==> config.mk <==
export PLATFORM = sky130hd
export DESIGN_NAME = sbm_bank1_map
export DESIGN_NICKNAME = d
export VERILOG_FILES = /design/src/sbm_pkg.sv /design/src/sbm_bank1_map.sv /design/src/sbm_gp_ram.sv
export SDC_FILE = /design/constraint.sdc
export NUM_CORES = 2
export LEC_CHECK = 0
export BUFFER_PORTS_ARGS = -buffer_cell sky130_fd_sc_hd__buf_2
export CORE_ASPECT_RATIO = 1.75
export CORE_UTILIZATION = 60
export DETAILED_ROUTE_END_ITERATION = 10
export GPL_TIMING_DRIVEN = 0
export PLACE_DENSITY = 0.77
export SYNTH_ARGS = -nofsm -noshare
export SYNTH_HDL_FRONTEND = slang
export SYNTH_HIERARCHICAL = 1
export SYNTH_MEMORY_MAX_BITS = 65536
export SYNTH_SLANG_ARGS = --single-unit
==> constraint.sdc <==
create_clock -name core_clk_i -period 6.9 [get_ports core_clk_i]
set_input_delay 0.345 -clock core_clk_i [delete_from_list [all_inputs] [get_ports core_clk_i]]
set_output_delay 0.345 -clock core_clk_i [all_outputs]
set_load 0.01 [all_outputs]
==> src/sbm_pkg.sv <==
// constants for the bank-one special function register map
// Overview of operation
// - unimplemented locations and bits read zero, ignore writes
// - program counter high byte has no address
// - five-bit buffer feeds counter bits 12..8 on load
// - core registers answer identically in every bank
// - small package drops port d/e directions, read zero
package sbm_pkg;

  // bus geometry: one register per aligned 32-bit word
  localparam int ADDR_W = 11;
  localparam int DMEM_ADDR_W = 9;
  localparam int DATA_W = 32;
  localparam int REG_W = 8;
  localparam int WORD_LSB = 2;

  // register indices, byte address is four times the index
  localparam logic [8:0] IDX_INDIRECT_DATA_WINDOW = 9'h080;
  localparam logic [8:0] IDX_OPTION_CONFIG = 9'h081;
  localparam logic [8:0] IDX_PROGRAM_COUNTER_LOW = 9'h082;
  localparam logic [8:0] IDX_CORE_STATUS = 9'h083;
  localparam logic [8:0] IDX_INDIRECT_POINTER = 9'h084;
  localparam logic [8:0] IDX_PORT_A_DIRECTION = 9'h085;
  localparam logic [8:0] IDX_PORT_B_DIRECTION = 9'h086;
  localparam logic [8:0] IDX_PORT_C_DIRECTION = 9'h087;
  localparam logic [8:0] IDX_PORT_D_DIRECTION = 9'h088;
  localparam logic [8:0] IDX_PORT_E_DIRECTION = 9'h089;
  localparam logic [8:0] IDX_PROGRAM_COUNTER_HIGH_BUFFER = 9'h08a;
  localparam logic [8:0] IDX_INTERRUPT_CONTROL = 9'h08b;
  localparam logic [8:0] IDX_PERIPHERAL_IRQ_ENABLE_1 = 9'h08c;
  localparam logic [8:0] IDX_PERIPHERAL_IRQ_ENABLE_2 = 9'h08d;
  localparam logic [8:0] IDX_RESET_CAUSE = 9'h08e;
  localparam logic [8:0] IDX_SERIAL_CONTROL_2 = 9'h091;
  localparam logic [8:0] IDX_TIMER2_PERIOD = 9'h092;
  localparam logic [8:0] IDX_SERIAL_SLAVE_ADDRESS = 9'h093;
  localparam logic [8:0] IDX_SERIAL_PORT_STATUS = 9'h094;
  localparam logic [8:0] IDX_USART_TRANSMIT_CONTROL = 9'h098;
  localparam logic [8:0] IDX_BAUD_DIVISOR = 9'h099;
  localparam logic [8:0] IDX_ADC_RESULT_LOW = 9'h09e;
  localparam logic [8:0] IDX_ADC_CONFIG_1 = 9'h09f;

  // reset values on power-on and brown-out
  localparam logic [7:0] RST_OPTION_CONFIG = 8'hff;
  localparam logic [7:0] RST_CORE_STATUS = 8'h18;
  localparam logic [7:0] RST_PORT_A_DIRECTION = 8'h3f;
  localparam logic [7:0] RST_PORT_BCD_DIRECTION = 8'hff;
  localparam logic [7:0] RST_PORT_E_DIRECTION = 8'h07;
  localparam logic [7:0] RST_TIMER2_PERIOD = 8'hff;
  localparam logic [7:0] RST_USART_TRANSMIT_CONTROL = 8'h02;
  localparam logic [7:0] RST_DEFAULT = 8'h00;
  localparam logic [12:0] RST_PC = 13'h0000;

  // implemented bits per register
  localparam logic [7:0] RD_MASK_PORT_A = 8'h3f;
  localparam logic [7:0] RD_MASK_PORT_E = 8'hf7;
  localparam logic [7:0] RD_MASK_PC_HIGH_BUFFER = 8'h1f;
  localparam logic [7:0] RD_MASK_IRQ_ENABLE_2 = 8'h59;
  localparam logic [7:0] RD_MASK_RESET_CAUSE = 8'h03;
  localparam logic [7:0] RD_MASK_USART_TX = 8'hf7;
  localparam logic [7:0] RD_MASK_ADC_CONFIG_1 = 8'h8f;
  localparam logic [7:0] MASK_ALL = 8'hff;
  localparam logic [7:0] MASK_NONE = 8'h00;

  // software-writable bits where hardware owns the rest
  localparam logic [7:0] WR_MASK_CORE_STATUS = 8'he7;
  localparam logic [7:0] WR_MASK_PORT_E = 8'h37;
  localparam logic [7:0] WR_MASK_SERIAL_STATUS = 8'hc0;
  localparam logic [7:0] WR_MASK_USART_TX = 8'hf5;

  // field positions
  localparam int STATUS_BANK_SEL_BIT = 7;
  localparam int PORT_E_IBF_BIT = 7;
  localparam int PORT_E_OBF_BIT = 6;
  localparam int TX_SHIFT_EMPTY_BIT = 1;
  localparam int PC_HIGH_W = 5;
  localparam int PC_W = 13;
  localparam int CORE_FLAG_W = 3;
  localparam int SERIAL_HW_W = 6;

  // address space split
  localparam logic [6:0] GP_RAM_FIRST = 7'h20;
  localparam logic [1:0] BANK_ONE = 2'b01;
  localparam logic [12:0] PC_STEP = 13'h0001;

endpackage

==> src/sbm_bank1_map.sv <==
// bank-one special function register map with avalon-mm slave
//
// The Avalon-MM interface to the registers was chosen for this implementation.
`timescale 1ns/10ps
module sbm_bank1_map #(
  parameter bit SMALL_PACKAGE = 1'b0
) (
  input wire logic core_clk_i,
  input wire logic resetn_i,
  input wire logic [sbm_pkg::ADDR_W-1:0] avs_address_i,
  input wire logic avs_read_i,
  input wire logic avs_write_i,
  input wire logic [sbm_pkg::DATA_W-1:0] avs_writedata_i,
  output logic [sbm_pkg::DATA_W-1:0] avs_readdata_o,
  output logic avs_waitrequest_o,
  input wire logic pc_increment_i,
  input wire logic pc_load_i,
  input wire logic [7:0] pc_target_low_i,
  input wire logic [sbm_pkg::CORE_FLAG_W-1:0] core_flag_set_i,
  input wire logic [1:0] slave_port_flags_i,
  input wire logic [sbm_pkg::SERIAL_HW_W-1:0] serial_status_i,
  input wire logic tx_shift_empty_i,
  input wire logic [7:0] adc_result_low_i,
  output logic [sbm_pkg::PC_W-1:0] pc_o,
  output logic [7:0] core_status_o,
  output logic [7:0] indirect_pointer_o,
  output logic [7:0] option_config_o,
  output logic [7:0] port_a_direction_o,
  output logic [7:0] port_b_direction_o,
  output logic [7:0] port_c_direction_o,
  output logic [7:0] port_d_direction_o,
  output logic [7:0] port_e_direction_o,
  output logic [7:0] interrupt_control_o,
  output logic [7:0] peripheral_irq_enable_1_o,
  output logic [7:0] peripheral_irq_enable_2_o,
  output logic [7:0] reset_cause_o,
  output logic [7:0] timer2_period_o,
  output logic [7:0] baud_divisor_o,
  output logic [7:0] adc_config_1_o
);

  typedef enum logic {
    SBM_BUS_IDLE,
    SBM_BUS_ACK
  } sbm_bus_state_t;

  typedef enum logic [1:0] {
    SBM_TGT_NONE,
    SBM_TGT_SFR,
    SBM_TGT_RAM
  } sbm_target_t;

  typedef struct packed {
    sbm_target_t tgt;
    logic [4:0] idx;
  } sbm_hit_t;

  typedef struct packed {
    logic [31:0][7:0] regs;
    logic [sbm_pkg::PC_W-1:0] pc;
    sbm_bus_state_t bus;
    logic waitreq;
    logic [sbm_pkg::DATA_W-1:0] rdata;
  } sbm_state_t;

  sbm_state_t st_q;
  sbm_state_t st_d;
  logic [sbm_pkg::DMEM_ADDR_W-1:0] bus_addr;
  logic [sbm_pkg::DMEM_ADDR_W-1:0] eff_addr;
  sbm_hit_t bus_hit;
  sbm_hit_t hit;
  logic [7:0] sfr_rd;
  logic [7:0] rd_byte;
  logic [7:0] wr_byte;
  logic [7:0] wm;
  logic ram_we;
  logic [7:0] ram_rdata;

  // short index of a full register offset
  function automatic logic [4:0] sx(input logic [8:0] ofs);
    sx = ofs[4:0];
  endfunction

  // registers mirrored into every bank
  function automatic logic mirrored(input logic [4:0] idx);
    case (idx)
      sx(sbm_pkg::IDX_INDIRECT_DATA_WINDOW),
      sx(sbm_pkg::IDX_PROGRAM_COUNTER_LOW),
      sx(sbm_pkg::IDX_CORE_STATUS),
      sx(sbm_pkg::IDX_INDIRECT_POINTER),
      sx(sbm_pkg::IDX_PROGRAM_COUNTER_HIGH_BUFFER),
      sx(sbm_pkg::IDX_INTERRUPT_CONTROL): mirrored = 1'b1;
      default: mirrored = 1'b0;
    endcase
  endfunction

  // registers that exist only in bank one
  function automatic logic bank_one_only(input logic [4:0] idx);
    case (idx)
      sx(sbm_pkg::IDX_OPTION_CONFIG),
      sx(sbm_pkg::IDX_PORT_A_DIRECTION),
      sx(sbm_pkg::IDX_PORT_B_DIRECTION),
      sx(sbm_pkg::IDX_PORT_C_DIRECTION),
      sx(sbm_pkg::IDX_PERIPHERAL_IRQ_ENABLE_1),
      sx(sbm_pkg::IDX_PERIPHERAL_IRQ_ENABLE_2),
      sx(sbm_pkg::IDX_RESET_CAUSE),
      sx(sbm_pkg::IDX_SERIAL_CONTROL_2),
      sx(sbm_pkg::IDX_TIMER2_PERIOD),
      sx(sbm_pkg::IDX_SERIAL_SLAVE_ADDRESS),
      sx(sbm_pkg::IDX_SERIAL_PORT_STATUS),
      sx(sbm_pkg::IDX_USART_TRANSMIT_CONTROL),
      sx(sbm_pkg::IDX_BAUD_DIVISOR),
      sx(sbm_pkg::IDX_ADC_RESULT_LOW),
      sx(sbm_pkg::IDX_ADC_CONFIG_1): bank_one_only = 1'b1;
      sx(sbm_pkg::IDX_PORT_D_DIRECTION),
      sx(sbm_pkg::IDX_PORT_E_DIRECTION): bank_one_only = !SMALL_PACKAGE;
      default: bank_one_only = 1'b0;
    endcase
  endfunction

  // data address to target; no index holds the counter high byte
  function automatic sbm_hit_t decode(input logic [8:0] a);
    decode.idx = a[4:0];
    if (a[6:0] >= sbm_pkg::GP_RAM_FIRST) begin
      decode.tgt = SBM_TGT_RAM;
    end else if (a[6:5] == 2'b00 && mirrored(a[4:0])) begin
      decode.tgt = SBM_TGT_SFR;
    end else if (a[8:7] == sbm_pkg::BANK_ONE && a[6:5] == 2'b00 &&
                 bank_one_only(a[4:0])) begin
      decode.tgt = SBM_TGT_SFR;
    end else begin
      decode.tgt = SBM_TGT_NONE;
    end
  endfunction

  // power-on and brown-out value of each stored register
  function automatic logic [7:0] reset_value(input logic [4:0] idx);
    case (idx)
      sx(sbm_pkg::IDX_OPTION_CONFIG): reset_value = sbm_pkg::RST_OPTION_CONFIG;
      sx(sbm_pkg::IDX_CORE_STATUS): reset_value = sbm_pkg::RST_CORE_STATUS;
      sx(sbm_pkg::IDX_PORT_A_DIRECTION):
        reset_value = sbm_pkg::RST_PORT_A_DIRECTION;
      sx(sbm_pkg::IDX_PORT_B_DIRECTION),
      sx(sbm_pkg::IDX_PORT_C_DIRECTION),
      sx(sbm_pkg::IDX_PORT_D_DIRECTION):
        reset_value = sbm_pkg::RST_PORT_BCD_DIRECTION;
      sx(sbm_pkg::IDX_PORT_E_DIRECTION):
        reset_value = sbm_pkg::RST_PORT_E_DIRECTION;
      sx(sbm_pkg::IDX_TIMER2_PERIOD): reset_value = sbm_pkg::RST_TIMER2_PERIOD;
      sx(sbm_pkg::IDX_USART_TRANSMIT_CONTROL):
        reset_value = sbm_pkg::RST_USART_TRANSMIT_CONTROL;
      default: reset_value = sbm_pkg::RST_DEFAULT;
    endcase
  endfunction

  // bits that exist; everything else reads zero
  function automatic logic [7:0] read_mask(input logic [4:0] idx);
    case (idx)
      sx(sbm_pkg::IDX_PORT_A_DIRECTION): read_mask = sbm_pkg::RD_MASK_PORT_A;
      sx(sbm_pkg::IDX_PORT_E_DIRECTION): read_mask = sbm_pkg::RD_MASK_PORT_E;
      sx(sbm_pkg::IDX_PROGRAM_COUNTER_HIGH_BUFFER):
        read_mask = sbm_pkg::RD_MASK_PC_HIGH_BUFFER;
      sx(sbm_pkg::IDX_PERIPHERAL_IRQ_ENABLE_2):
        read_mask = sbm_pkg::RD_MASK_IRQ_ENABLE_2;
      sx(sbm_pkg::IDX_RESET_CAUSE): read_mask = sbm_pkg::RD_MASK_RESET_CAUSE;
      sx(sbm_pkg::IDX_USART_TRANSMIT_CONTROL):
        read_mask = sbm_pkg::RD_MASK_USART_TX;
      sx(sbm_pkg::IDX_ADC_CONFIG_1): read_mask = sbm_pkg::RD_MASK_ADC_CONFIG_1;
      default: read_mask = sbm_pkg::MASK_ALL;
    endcase
  endfunction

  // bits software may change; hardware-owned bits are kept out
  function automatic logic [7:0] write_mask(input logic [4:0] idx);
    case (idx)
      sx(sbm_pkg::IDX_CORE_STATUS): write_mask = sbm_pkg::WR_MASK_CORE_STATUS;
      sx(sbm_pkg::IDX_PORT_E_DIRECTION): write_mask = sbm_pkg::WR_MASK_PORT_E;
      sx(sbm_pkg::IDX_SERIAL_PORT_STATUS):
        write_mask = sbm_pkg::WR_MASK_SERIAL_STATUS;
      sx(sbm_pkg::IDX_USART_TRANSMIT_CONTROL):
        write_mask = sbm_pkg::WR_MASK_USART_TX;
      sx(sbm_pkg::IDX_ADC_RESULT_LOW): write_mask = sbm_pkg::MASK_NONE;
      // elsewhere only the readable bits are writable, so reserved bits ignore writes
      default: write_mask = read_mask(idx) & sbm_pkg::MASK_ALL;
    endcase
  endfunction

  // address decode, indirect redirection and read mux
  always_comb begin
    bus_addr = avs_address_i[sbm_pkg::ADDR_W-1:sbm_pkg::WORD_LSB];
    bus_hit = decode(bus_addr);
    eff_addr = bus_addr;
    if (bus_hit.tgt == SBM_TGT_SFR &&
        bus_hit.idx == sx(sbm_pkg::IDX_INDIRECT_DATA_WINDOW)) begin
      eff_addr = {st_q.regs[sx(sbm_pkg::IDX_CORE_STATUS)]
                    [sbm_pkg::STATUS_BANK_SEL_BIT],
                  st_q.regs[sx(sbm_pkg::IDX_INDIRECT_POINTER)]};
    end
    hit = decode(eff_addr);
    // the window pointing at itself has nothing behind it
    if (hit.tgt == SBM_TGT_SFR &&
        hit.idx == sx(sbm_pkg::IDX_INDIRECT_DATA_WINDOW)) begin
      hit.tgt = SBM_TGT_NONE;
    end
    sfr_rd = st_q.regs[hit.idx];
    case (hit.idx)
      sx(sbm_pkg::IDX_PROGRAM_COUNTER_LOW): sfr_rd = st_q.pc[7:0];
      sx(sbm_pkg::IDX_PORT_E_DIRECTION): begin
        sfr_rd[sbm_pkg::PORT_E_IBF_BIT] = slave_port_flags_i[1];
        sfr_rd[sbm_pkg::PORT_E_OBF_BIT] = slave_port_flags_i[0];
      end
      sx(sbm_pkg::IDX_SERIAL_PORT_STATUS):
        sfr_rd[sbm_pkg::SERIAL_HW_W-1:0] = serial_status_i;
      sx(sbm_pkg::IDX_USART_TRANSMIT_CONTROL):
        sfr_rd[sbm_pkg::TX_SHIFT_EMPTY_BIT] = tx_shift_empty_i;
      sx(sbm_pkg::IDX_ADC_RESULT_LOW): sfr_rd = adc_result_low_i;
      default: sfr_rd = st_q.regs[hit.idx];
    endcase
    sfr_rd = sfr_rd & read_mask(hit.idx);
    case (hit.tgt)
      SBM_TGT_SFR: rd_byte = sfr_rd;
      SBM_TGT_RAM: rd_byte = ram_rdata;
      default: rd_byte = 8'h00;
    endcase
    wr_byte = avs_writedata_i[7:0];
    wm = write_mask(hit.idx);
    ram_we = st_q.bus == SBM_BUS_ACK && avs_write_i &&
             hit.tgt == SBM_TGT_RAM;
  end

  // next state: counter, bus handshake, register writes, flags
  always_comb begin
    st_d = st_q;
    // core sequencing; a load takes its upper bits from the buffer
    if (pc_load_i) begin
      st_d.pc = {st_q.regs[sx(sbm_pkg::IDX_PROGRAM_COUNTER_HIGH_BUFFER)]
                   [sbm_pkg::PC_HIGH_W-1:0], pc_target_low_i};
    end else if (pc_increment_i) begin
      st_d.pc = st_q.pc + sbm_pkg::PC_STEP;
    end
    case (st_q.bus)
      SBM_BUS_IDLE: begin
        st_d.waitreq = 1'b1;
        if (avs_read_i || avs_write_i) begin
          st_d.bus = SBM_BUS_ACK;
          st_d.waitreq = 1'b0;
          st_d.rdata = {24'h000000, rd_byte};
        end
      end
      SBM_BUS_ACK: begin
        // write lands on the edge where the master sees waitrequest low
        st_d.bus = SBM_BUS_IDLE;
        st_d.waitreq = 1'b1;
        if (avs_write_i && hit.tgt == SBM_TGT_SFR) begin
          if (hit.idx == sx(sbm_pkg::IDX_PROGRAM_COUNTER_LOW)) begin
            st_d.pc = {st_q.regs[sx(sbm_pkg::IDX_PROGRAM_COUNTER_HIGH_BUFFER)]
                         [sbm_pkg::PC_HIGH_W-1:0], wr_byte};
          end else begin
            st_d.regs[hit.idx] = (st_q.regs[hit.idx] & ~wm) |
                                 (wr_byte & wm);
          end
        end
      end
      default: begin
        st_d.bus = SBM_BUS_IDLE;
        st_d.waitreq = 1'b1;
      end
    endcase
    // hardware flag set wins over a same-cycle software clear
    st_d.regs[sx(sbm_pkg::IDX_INTERRUPT_CONTROL)]
      [sbm_pkg::CORE_FLAG_W-1:0] =
      st_d.regs[sx(sbm_pkg::IDX_INTERRUPT_CONTROL)]
        [sbm_pkg::CORE_FLAG_W-1:0] | core_flag_set_i;
  end

  // the whole state is one register
  always_ff @(posedge core_clk_i or negedge resetn_i) begin
    if (!resetn_i) begin
      for (int i = 0; i < 32; i++) begin
        st_q.regs[i] <= reset_value(5'(i));
      end
      st_q.pc <= sbm_pkg::RST_PC;
      st_q.bus <= SBM_BUS_IDLE;
      st_q.waitreq <= 1'b1;
      st_q.rdata <= 32'h00000000;
    end else begin
      st_q <= st_d;
    end
  end

  // data memory behind direct and indirect addresses
  sbm_gp_ram #(
    .ADDR_W(sbm_pkg::DMEM_ADDR_W),
    .DATA_W(sbm_pkg::REG_W)
  ) u_ram (
    .core_clk_i(core_clk_i),
    .addr_i(eff_addr),
    .wr_en_i(ram_we),
    .wdata_i(wr_byte),
    .rdata_o(ram_rdata)
  );

  // outputs straight from the state register
  assign avs_readdata_o = st_q.rdata;
  assign avs_waitrequest_o = st_q.waitreq;
  assign pc_o = st_q.pc;
  assign core_status_o = st_q.regs[sx(sbm_pkg::IDX_CORE_STATUS)];
  assign indirect_pointer_o = st_q.regs[sx(sbm_pkg::IDX_INDIRECT_POINTER)];
  assign option_config_o = st_q.regs[sx(sbm_pkg::IDX_OPTION_CONFIG)];
  assign port_a_direction_o = st_q.regs[sx(sbm_pkg::IDX_PORT_A_DIRECTION)];
  assign port_b_direction_o = st_q.regs[sx(sbm_pkg::IDX_PORT_B_DIRECTION)];
  assign port_c_direction_o = st_q.regs[sx(sbm_pkg::IDX_PORT_C_DIRECTION)];
  assign port_d_direction_o = st_q.regs[sx(sbm_pkg::IDX_PORT_D_DIRECTION)];
  assign port_e_direction_o = st_q.regs[sx(sbm_pkg::IDX_PORT_E_DIRECTION)];
  assign interrupt_control_o =
    st_q.regs[sx(sbm_pkg::IDX_INTERRUPT_CONTROL)];
  assign peripheral_irq_enable_1_o =
    st_q.regs[sx(sbm_pkg::IDX_PERIPHERAL_IRQ_ENABLE_1)];
  assign peripheral_irq_enable_2_o =
    st_q.regs[sx(sbm_pkg::IDX_PERIPHERAL_IRQ_ENABLE_2)];
  assign reset_cause_o = st_q.regs[sx(sbm_pkg::IDX_RESET_CAUSE)];
  assign timer2_period_o = st_q.regs[sx(sbm_pkg::IDX_TIMER2_PERIOD)];
  assign baud_divisor_o = st_q.regs[sx(sbm_pkg::IDX_BAUD_DIVISOR)];
  assign adc_config_1_o = st_q.regs[sx(sbm_pkg::IDX_ADC_CONFIG_1)];

endmodule

==> src/sbm_gp_ram.sv <==
// general purpose data memory reached directly or through the window
`timescale 1ns/10ps
module sbm_gp_ram #(
  parameter int ADDR_W = 9,
  parameter int DATA_W = 8
) (
  input wire logic core_clk_i,
  input wire logic [ADDR_W-1:0] addr_i,
  input wire logic wr_en_i,
  input wire logic [DATA_W-1:0] wdata_i,
  output logic [DATA_W-1:0] rdata_o
);

  // plain array, no reset: contents are undefined after power-up
  logic [DATA_W-1:0] mem_q [2**ADDR_W];

  // asynchronous read keeps the bus answer to one cycle
  assign rdata_o = mem_q[addr_i];

  // single write port
  always_ff @(posedge core_clk_i) begin
    if (wr_en_i) begin
      mem_q[addr_i] <= wdata_i;
    end
  end

endmodule

==> summary.md, run 1 <==
| Metric | Value |
|---|---|
| Status | `stopped before the end` |
| Stage reached | `global routing` |
| Stop err | `[ERROR GRT-0116] Global routing finished with congestion. Check the congestion regions in the DRC Viewer.` |
| # IOs | `roughly 240` |
| Die span in y | `around 710 µm` |
| Total GRT Usage | `67.7%` |
| Area contributors post-synth | `edfxtp_1 (71%), mux4_2 (11%), dfrtp_1 (3.3%)` |
| CTS max path bufs | `4` |
| Vias in the first global route | `about 120k` |
| Cell taking the most area after synthesis | `edfxtp_1` |
| Number of synthesized register bits | `approximately 4.4k` |
| DIE WIDTH | `408 µm` |
| Sequential share of the synthesized area | `between 70% and 80%` |
| Synth top area share | `71.2%` |
| Mapped cell area | `173000 µm²` |
| Htree depth | `5` |
| Commonest cells post-synth | `edfxtp_1 (4096), mux4_2 (816), nor2_1 (598), mux2i_1 (472), nand2_1 (400)` |
| Top_reg_cell synth | `edfxtp_1` |
| TritonCTS Buffers | `378` |
| Syn Area/Cell | `between 15 and 20 µm²` |
| Row count | `260` |
| Yosys warnings | `6` |
| Total congestion overflow | `approximately 160` |
| GPL Wtd Cong | `1.16` |
| Pin count of the biggest net entering global routing | `165` |
| DP HPWL | `around 600 mm` |
| Asr flop ratio synth | `6.38%` |
| First-pass GRT wire length | `approximately 1300 mm` |
| Most common cell in the netlist | `edfxtp_1` |
| Initial Util | `between 60 and 70%` |
| Placed cell count | `about 13k` |
| Post-Synthesis Cells | `9121` |
| CTS sink count | `between 4k and 5k` |
| Area after DPL | `between 150000 and 200000 µm²` |
| Port Buf Inserts | `189` |
| Number of synthesized flops with an enable pin | `just over 4k` |
| Count of cell types in the netlist | `111` |
| CTS root buf | `clkbuf_16` |
## repair_timing
item	in CTS
hold buffers	36
endpoints found under the hold margin	562
pin swaps	47
resized for setup	722
endpoints found under the setup margin	4072
buffers inserted	48
## metal layers
layer  GRT usage [%]  overflow
met2            89.7        96
met5            16.6         0
met1            65.9         0
met4            72.5        66
met3            45.1         1
## per-stage QoR
stage / setup WS, ns / setup TNS [ns]
3_3_place_gp: -6.14 / -
3_5_place_dp: -3.93 / -6194.33
2_1_floorplan: 2.33 / 0
4_1_cts: -0.0905 / -0.0905
## kinds of logic after synthesis
| kind of cell | count (synthesis) | synth area share [%] |
|---|---|---|
| flip-flops | 4375 | 75.3 |
| AND/OR/NAND/NOR | 1418 | 3.75 |
| multiplexers | 1349 | 13.8 |
| AO/OA/AOI/OAI | 1078 | 4.38 |
| buffers and inverters | 887 | 2.73 |
| XOR/XNOR | 12 | 0.0608 |
| adder cells (fa/ha/maj) | 1 | 0.00724 |
| other | 1 | 0.00217 |
==> run 2, diff against run 1 <==
CORE_ASPECT_RATIO = not set   (was 1.75)
CORE_UTILIZATION = 40   (was 60)
PLACE_DENSITY = not set   (was 0.77)
PLACE_DENSITY_LB_ADDON = 0.15   (was not set)
==> run 2 against run 1 <==
  * The flow now finishes, with violations (capacitance limit, slew limit, setup timing)
  * Synthesized cell count unchanged
  * Area after synthesis unchanged
==> summary.md, run 2 <==
| Metric | Value |
|---|---|
| Combinational power share | `7.6%` |
| Area contributors post-synth | `edfxtp_1 (71%), mux4_2 (11%), dfrtp_1 (3.3%)` |
| Htree depth | `5 (unchanged)` |
| P per Cell Area | `288 nW/µm²` |
| Most common cell in the netlist | `edfxtp_1` |
| Met1 Use GR | `49.4%` |
| Critical Path AT | `8.00 ns` |
| Worst Min Path Start | `core_flag_set_i[2]` |
| Cell taking the most area after synthesis | `edfxtp_1` |
| Reg area | `approximately 130000 µm²` |
| Pin count of the biggest net entering global routing | `about 160` |
| Critical path required time | `about 7.5 ns` |
| Crit path buffers/inverters | `7` |
| Sequential share of the synthesized area | `75.3% (unchanged)` |
| Switch Pwr | `14.1 mW` |
| CTS max path bufs | `4 (unchanged)` |
| Fraction of layout cells with a size suffix above 1 | `a little over a quarter` |
| Tot Pwr | `roughly 58 mW` |
| CP Cell Sequence | `nor2b_1 -> a31oi_4 -> inv_2 -> buf_4 -> buf_4 -> buf_4 -> nor2b_1 -> clkbuf_1 -> clkbuf_2 -> nand3_1 -> clkbuf_2 -> nor2_1` |
| Clk_lat worst skew | `1.06 ns` |
| # DRC | `0` |
| Reg clk slew, reported paths | `~0.06 ns` |
| Rel. slew slack | `-14.8%` |
| Leak pwr | `approximately 65 nW` |
| Tcrit/Tclk final | `107%` |
| Most common cell after layout, fill and taps aside | `edfxtp_1` |
| Wire length per cell | `about 51 µm` |
| Number of synthesized flops with an enable pin | `4096 (unchanged)` |
| CTS tree | `built` |
| Asr flop ratio synth | `6.38% (unchanged)` |
| Delay-heaviest family, CP | `buffers and inverters` |
| Critical R2R Launch | `indirect_pointer_o[2]$_DFFE_PN0P_` |
| First-pass GRT wire length | `a little over 1000 mm` |
| Max-slew violation count | `25` |
| # IOs | `243 (unchanged)` |
| Final Skew | `between 0.06 and 0.07 ns` |
| Crit end category | `register` |
| Sequential share of power | `50.2%` |
| Mapped cell area | `173000 µm² (unchanged)` |
| Post-Synthesis Cells | `9121 (unchanged)` |
| DP HPWL | `563 mm (-6.9%)` |
| Finished Layout Cells | `~16k` |
| CTS root buf | `clkbuf_16` |
| Commonest cells post-synth | `edfxtp_1 (4096), mux4_2 (816), nor2_1 (598), mux2i_1 (472), nand2_1 (400)` |
| Critical Path Max Stage Delay | `1.08 ns` |
| Die area | `around 430000 µm²` |
| Total congestion overflow | `0` |
| Final Util | `46.9%` |
| Multi-input gate area | `slightly below 40000 µm²` |
| Port Buf Inserts | `189 (unchanged)` |
| Grt met2 use | `between 50 and 60%` |
| Number of synthesized register bits | `4375 (unchanged)` |
| Peak supply drop | `between 0.2 and 0.25 mV` |
| RSZ-0062 raised after global routing | `true` |
| Via count | `roughly 110k` |
| Setup CP Type | `reg2reg` |
| DIE WIDTH | `659 µm (+62%)` |
| Critical-path top delay cell | `nor2_1` |
| Fill count | `~36k` |
| Area delta synth->final | `16.4%` |
| Syn Area/Cell | `18.9 µm² (unchanged)` |
| WHS | `0.0561 ns` |
| Core Region | `about 430000 µm²` |
| Die span in y | `659 µm (-7.4%)` |
| Final worst setup slack | `-0.461 ns` |
| Startpoint Class | `register` |
| Switching fraction of total power | `between 20 and 25%` |
| TritonCTS Buffers | `456 (+21%)` |
| Vias in the first global route | `~100k` |
| Final hold violations | `0` |
| Initial DRT Pass Iterations | `6` |
| Initial antenna violation count | `between 100 and 150` |
| Max-Cap Viols | `3` |
| CP max FO | `15` |
| Most frequent cells in the layout | `edfxtp_1 (4096), mux4_2 (816), nor2_1 (532), mux2i_1 (466), clkbuf_16 (463)` |
| Antenna viol nets, final | `0` |
| Pre-CTS setup slack | `-4.74 ns (-0.808 ns)` |
| GRT Max-Usage Layer | `met2` |
| Top_reg_cell synth | `edfxtp_1` |
| Total GRT Usage | `37.3%` |
| Min-Delay Path Class | `in2reg` |
| # setup viols final | `about 1.5k` |
| Status | `complete, but fails checks` |
| Initial Util | `40.3% (-20 points)` |
| Register name with the most flops | `u_ram/mem_q` |
| Yosys warnings | `6 (unchanged)` |
| Via-per-instance ratio | `~6.8` |
| Tightest Pin Transition | `between 1.5 and 2 ns` |
| Power share of the clock group | `between 40 and 50%` |
| Row count | `240 (-7.7%)` |
| 1st-iter DRT viols | `21.8k` |
| Internal Dissipation | `43.9 mW` |
| Tmin final | `between 7 and 8 ns` |
| Max Fclk | `0.136 GHz` |
| Max reg flops | `4096` |
| Number of nets in the layout | `about 10k` |
| Global Route met3 Usage | `between 10% and 20%` |
| CTS sink count | `4375 (unchanged)` |
| Final WL | `824 mm` |
| Placed cell count | `15.1k (+15%)` |
| Synth top area share | `71.2% (unchanged)` |
| Count of cell types in the netlist | `111 (unchanged)` |
| GPL Wtd Cong | `1.02 (-12%)` |
| Crit path top cell by count | `buf_4` |
| Worst setup path startpoint | `indirect_pointer_o[2]$_DFFE_PN0P_` |
| Failing checks | `capacitance limit, slew limit, setup timing` |
## run 2: metal layers
layer / up-vias / wire [µm]
met5: - / 146
met4: 22 / 64300
met2: 9882 / 343000
met3: 1975 / 121000
met1: 58600 / 296000
li1: 38700 / -
## run 2: worst paths after layout
path                                                      to  slack [ns]  depth (start not counted)
max                            u_ram/mem_q[197][6]$_DFFE_PP_       -0.46                         12
max in group asynchronous  indirect_pointer_o[0]$_DFFE_PN0P_        5.71                          4
min reg2reg                            st_q[240]$_DFFE_PN1P_        0.45                          1
min                         interrupt_control_o[2]$_DFF_PN0_        0.06                          3
min in group asynchronous     option_config_o[3]$_DFFE_PN1P_        0.50                          3
max reg2reg                    u_ram/mem_q[197][6]$_DFFE_PP_       -0.46                         12
## run 2: layout make-up
cell class	instances	share of cell area, %
inverter	31	0.0666
sequential	4375	64.7
multi-input combinational	3882	19.4
timing repair buffer	354	1.84
tap	5687	3.54
clock buffer	559	5.97
antenna	73	0.0908
buffer	850	3.16
clock inverter	273	1.24
## run 2: timing repair
action	CTS	global route
setup buffers	22	0
resized for setup	661	65
gates cloned	0	0
hold buffers	46	0
endpoints found under the setup margin	3510	24
endpoints found under the hold margin	935	0
pin swaps	24	16
## run 2: stage by stage
step                instance area (µm²)  setup TNS (ns)
finish                           201000         -282.69
global route                     201000          -0.145
CTS                              201000               0
detailed placement               183000        -4269.69
global placement                 181000               -
floorplan                        173000               0
## run 2: worst register-to-register path, cell delays in order, from the launching register on
cell and delay [ns]:
dfrtp_1 0.55, nor2b_1 0.42, a31oi_4 0.18, inv_2 0.09
buf_4 0.41, buf_4 0.52, buf_4 0.46, nor2b_1 0.23
clkbuf_1 0.77, clkbuf_2 0.82, nand3_1 0.74, clkbuf_2 0.68
nor2_1 1.10
## run 2: power by group through the flow
stage / Sequential (mW) / Clock (mW) / Combinational (mW)
floorplan: 29.6 / 0 / 1.40
global placement: 29.9 / 0 / 3.85
detailed placement: 29.7 / 0 / 4.00
CTS: 29.1 / 24.5 / 4.17
global route: 29.1 / 25.4 / 4.26
finish: 29.1 / 24.4 / 4.40
## run 2: logic make-up (layout without fill, tap and decap cells)
| family | after synthesis | in the layout | share of synthesized area, % |
|---|---|---|---|
| xor+xnor | 12 | 12 | 0.0608 |
| mux | 1349 | 1349 | 13.8 |
| other cells | 1 | 97 | 0.00217 |
| simple gates | 1418 | 1418 | 3.75 |
| flops | 4375 | 4375 | 75.3 |
| buf+inv | 887 | 2067 | 2.73 |
| compound gates | 1078 | 1078 | 4.38 |
| fa+ha+maj | 1 | 1 | 0.00724 |
Note: power is estimated with default switching activity, not from simulation.
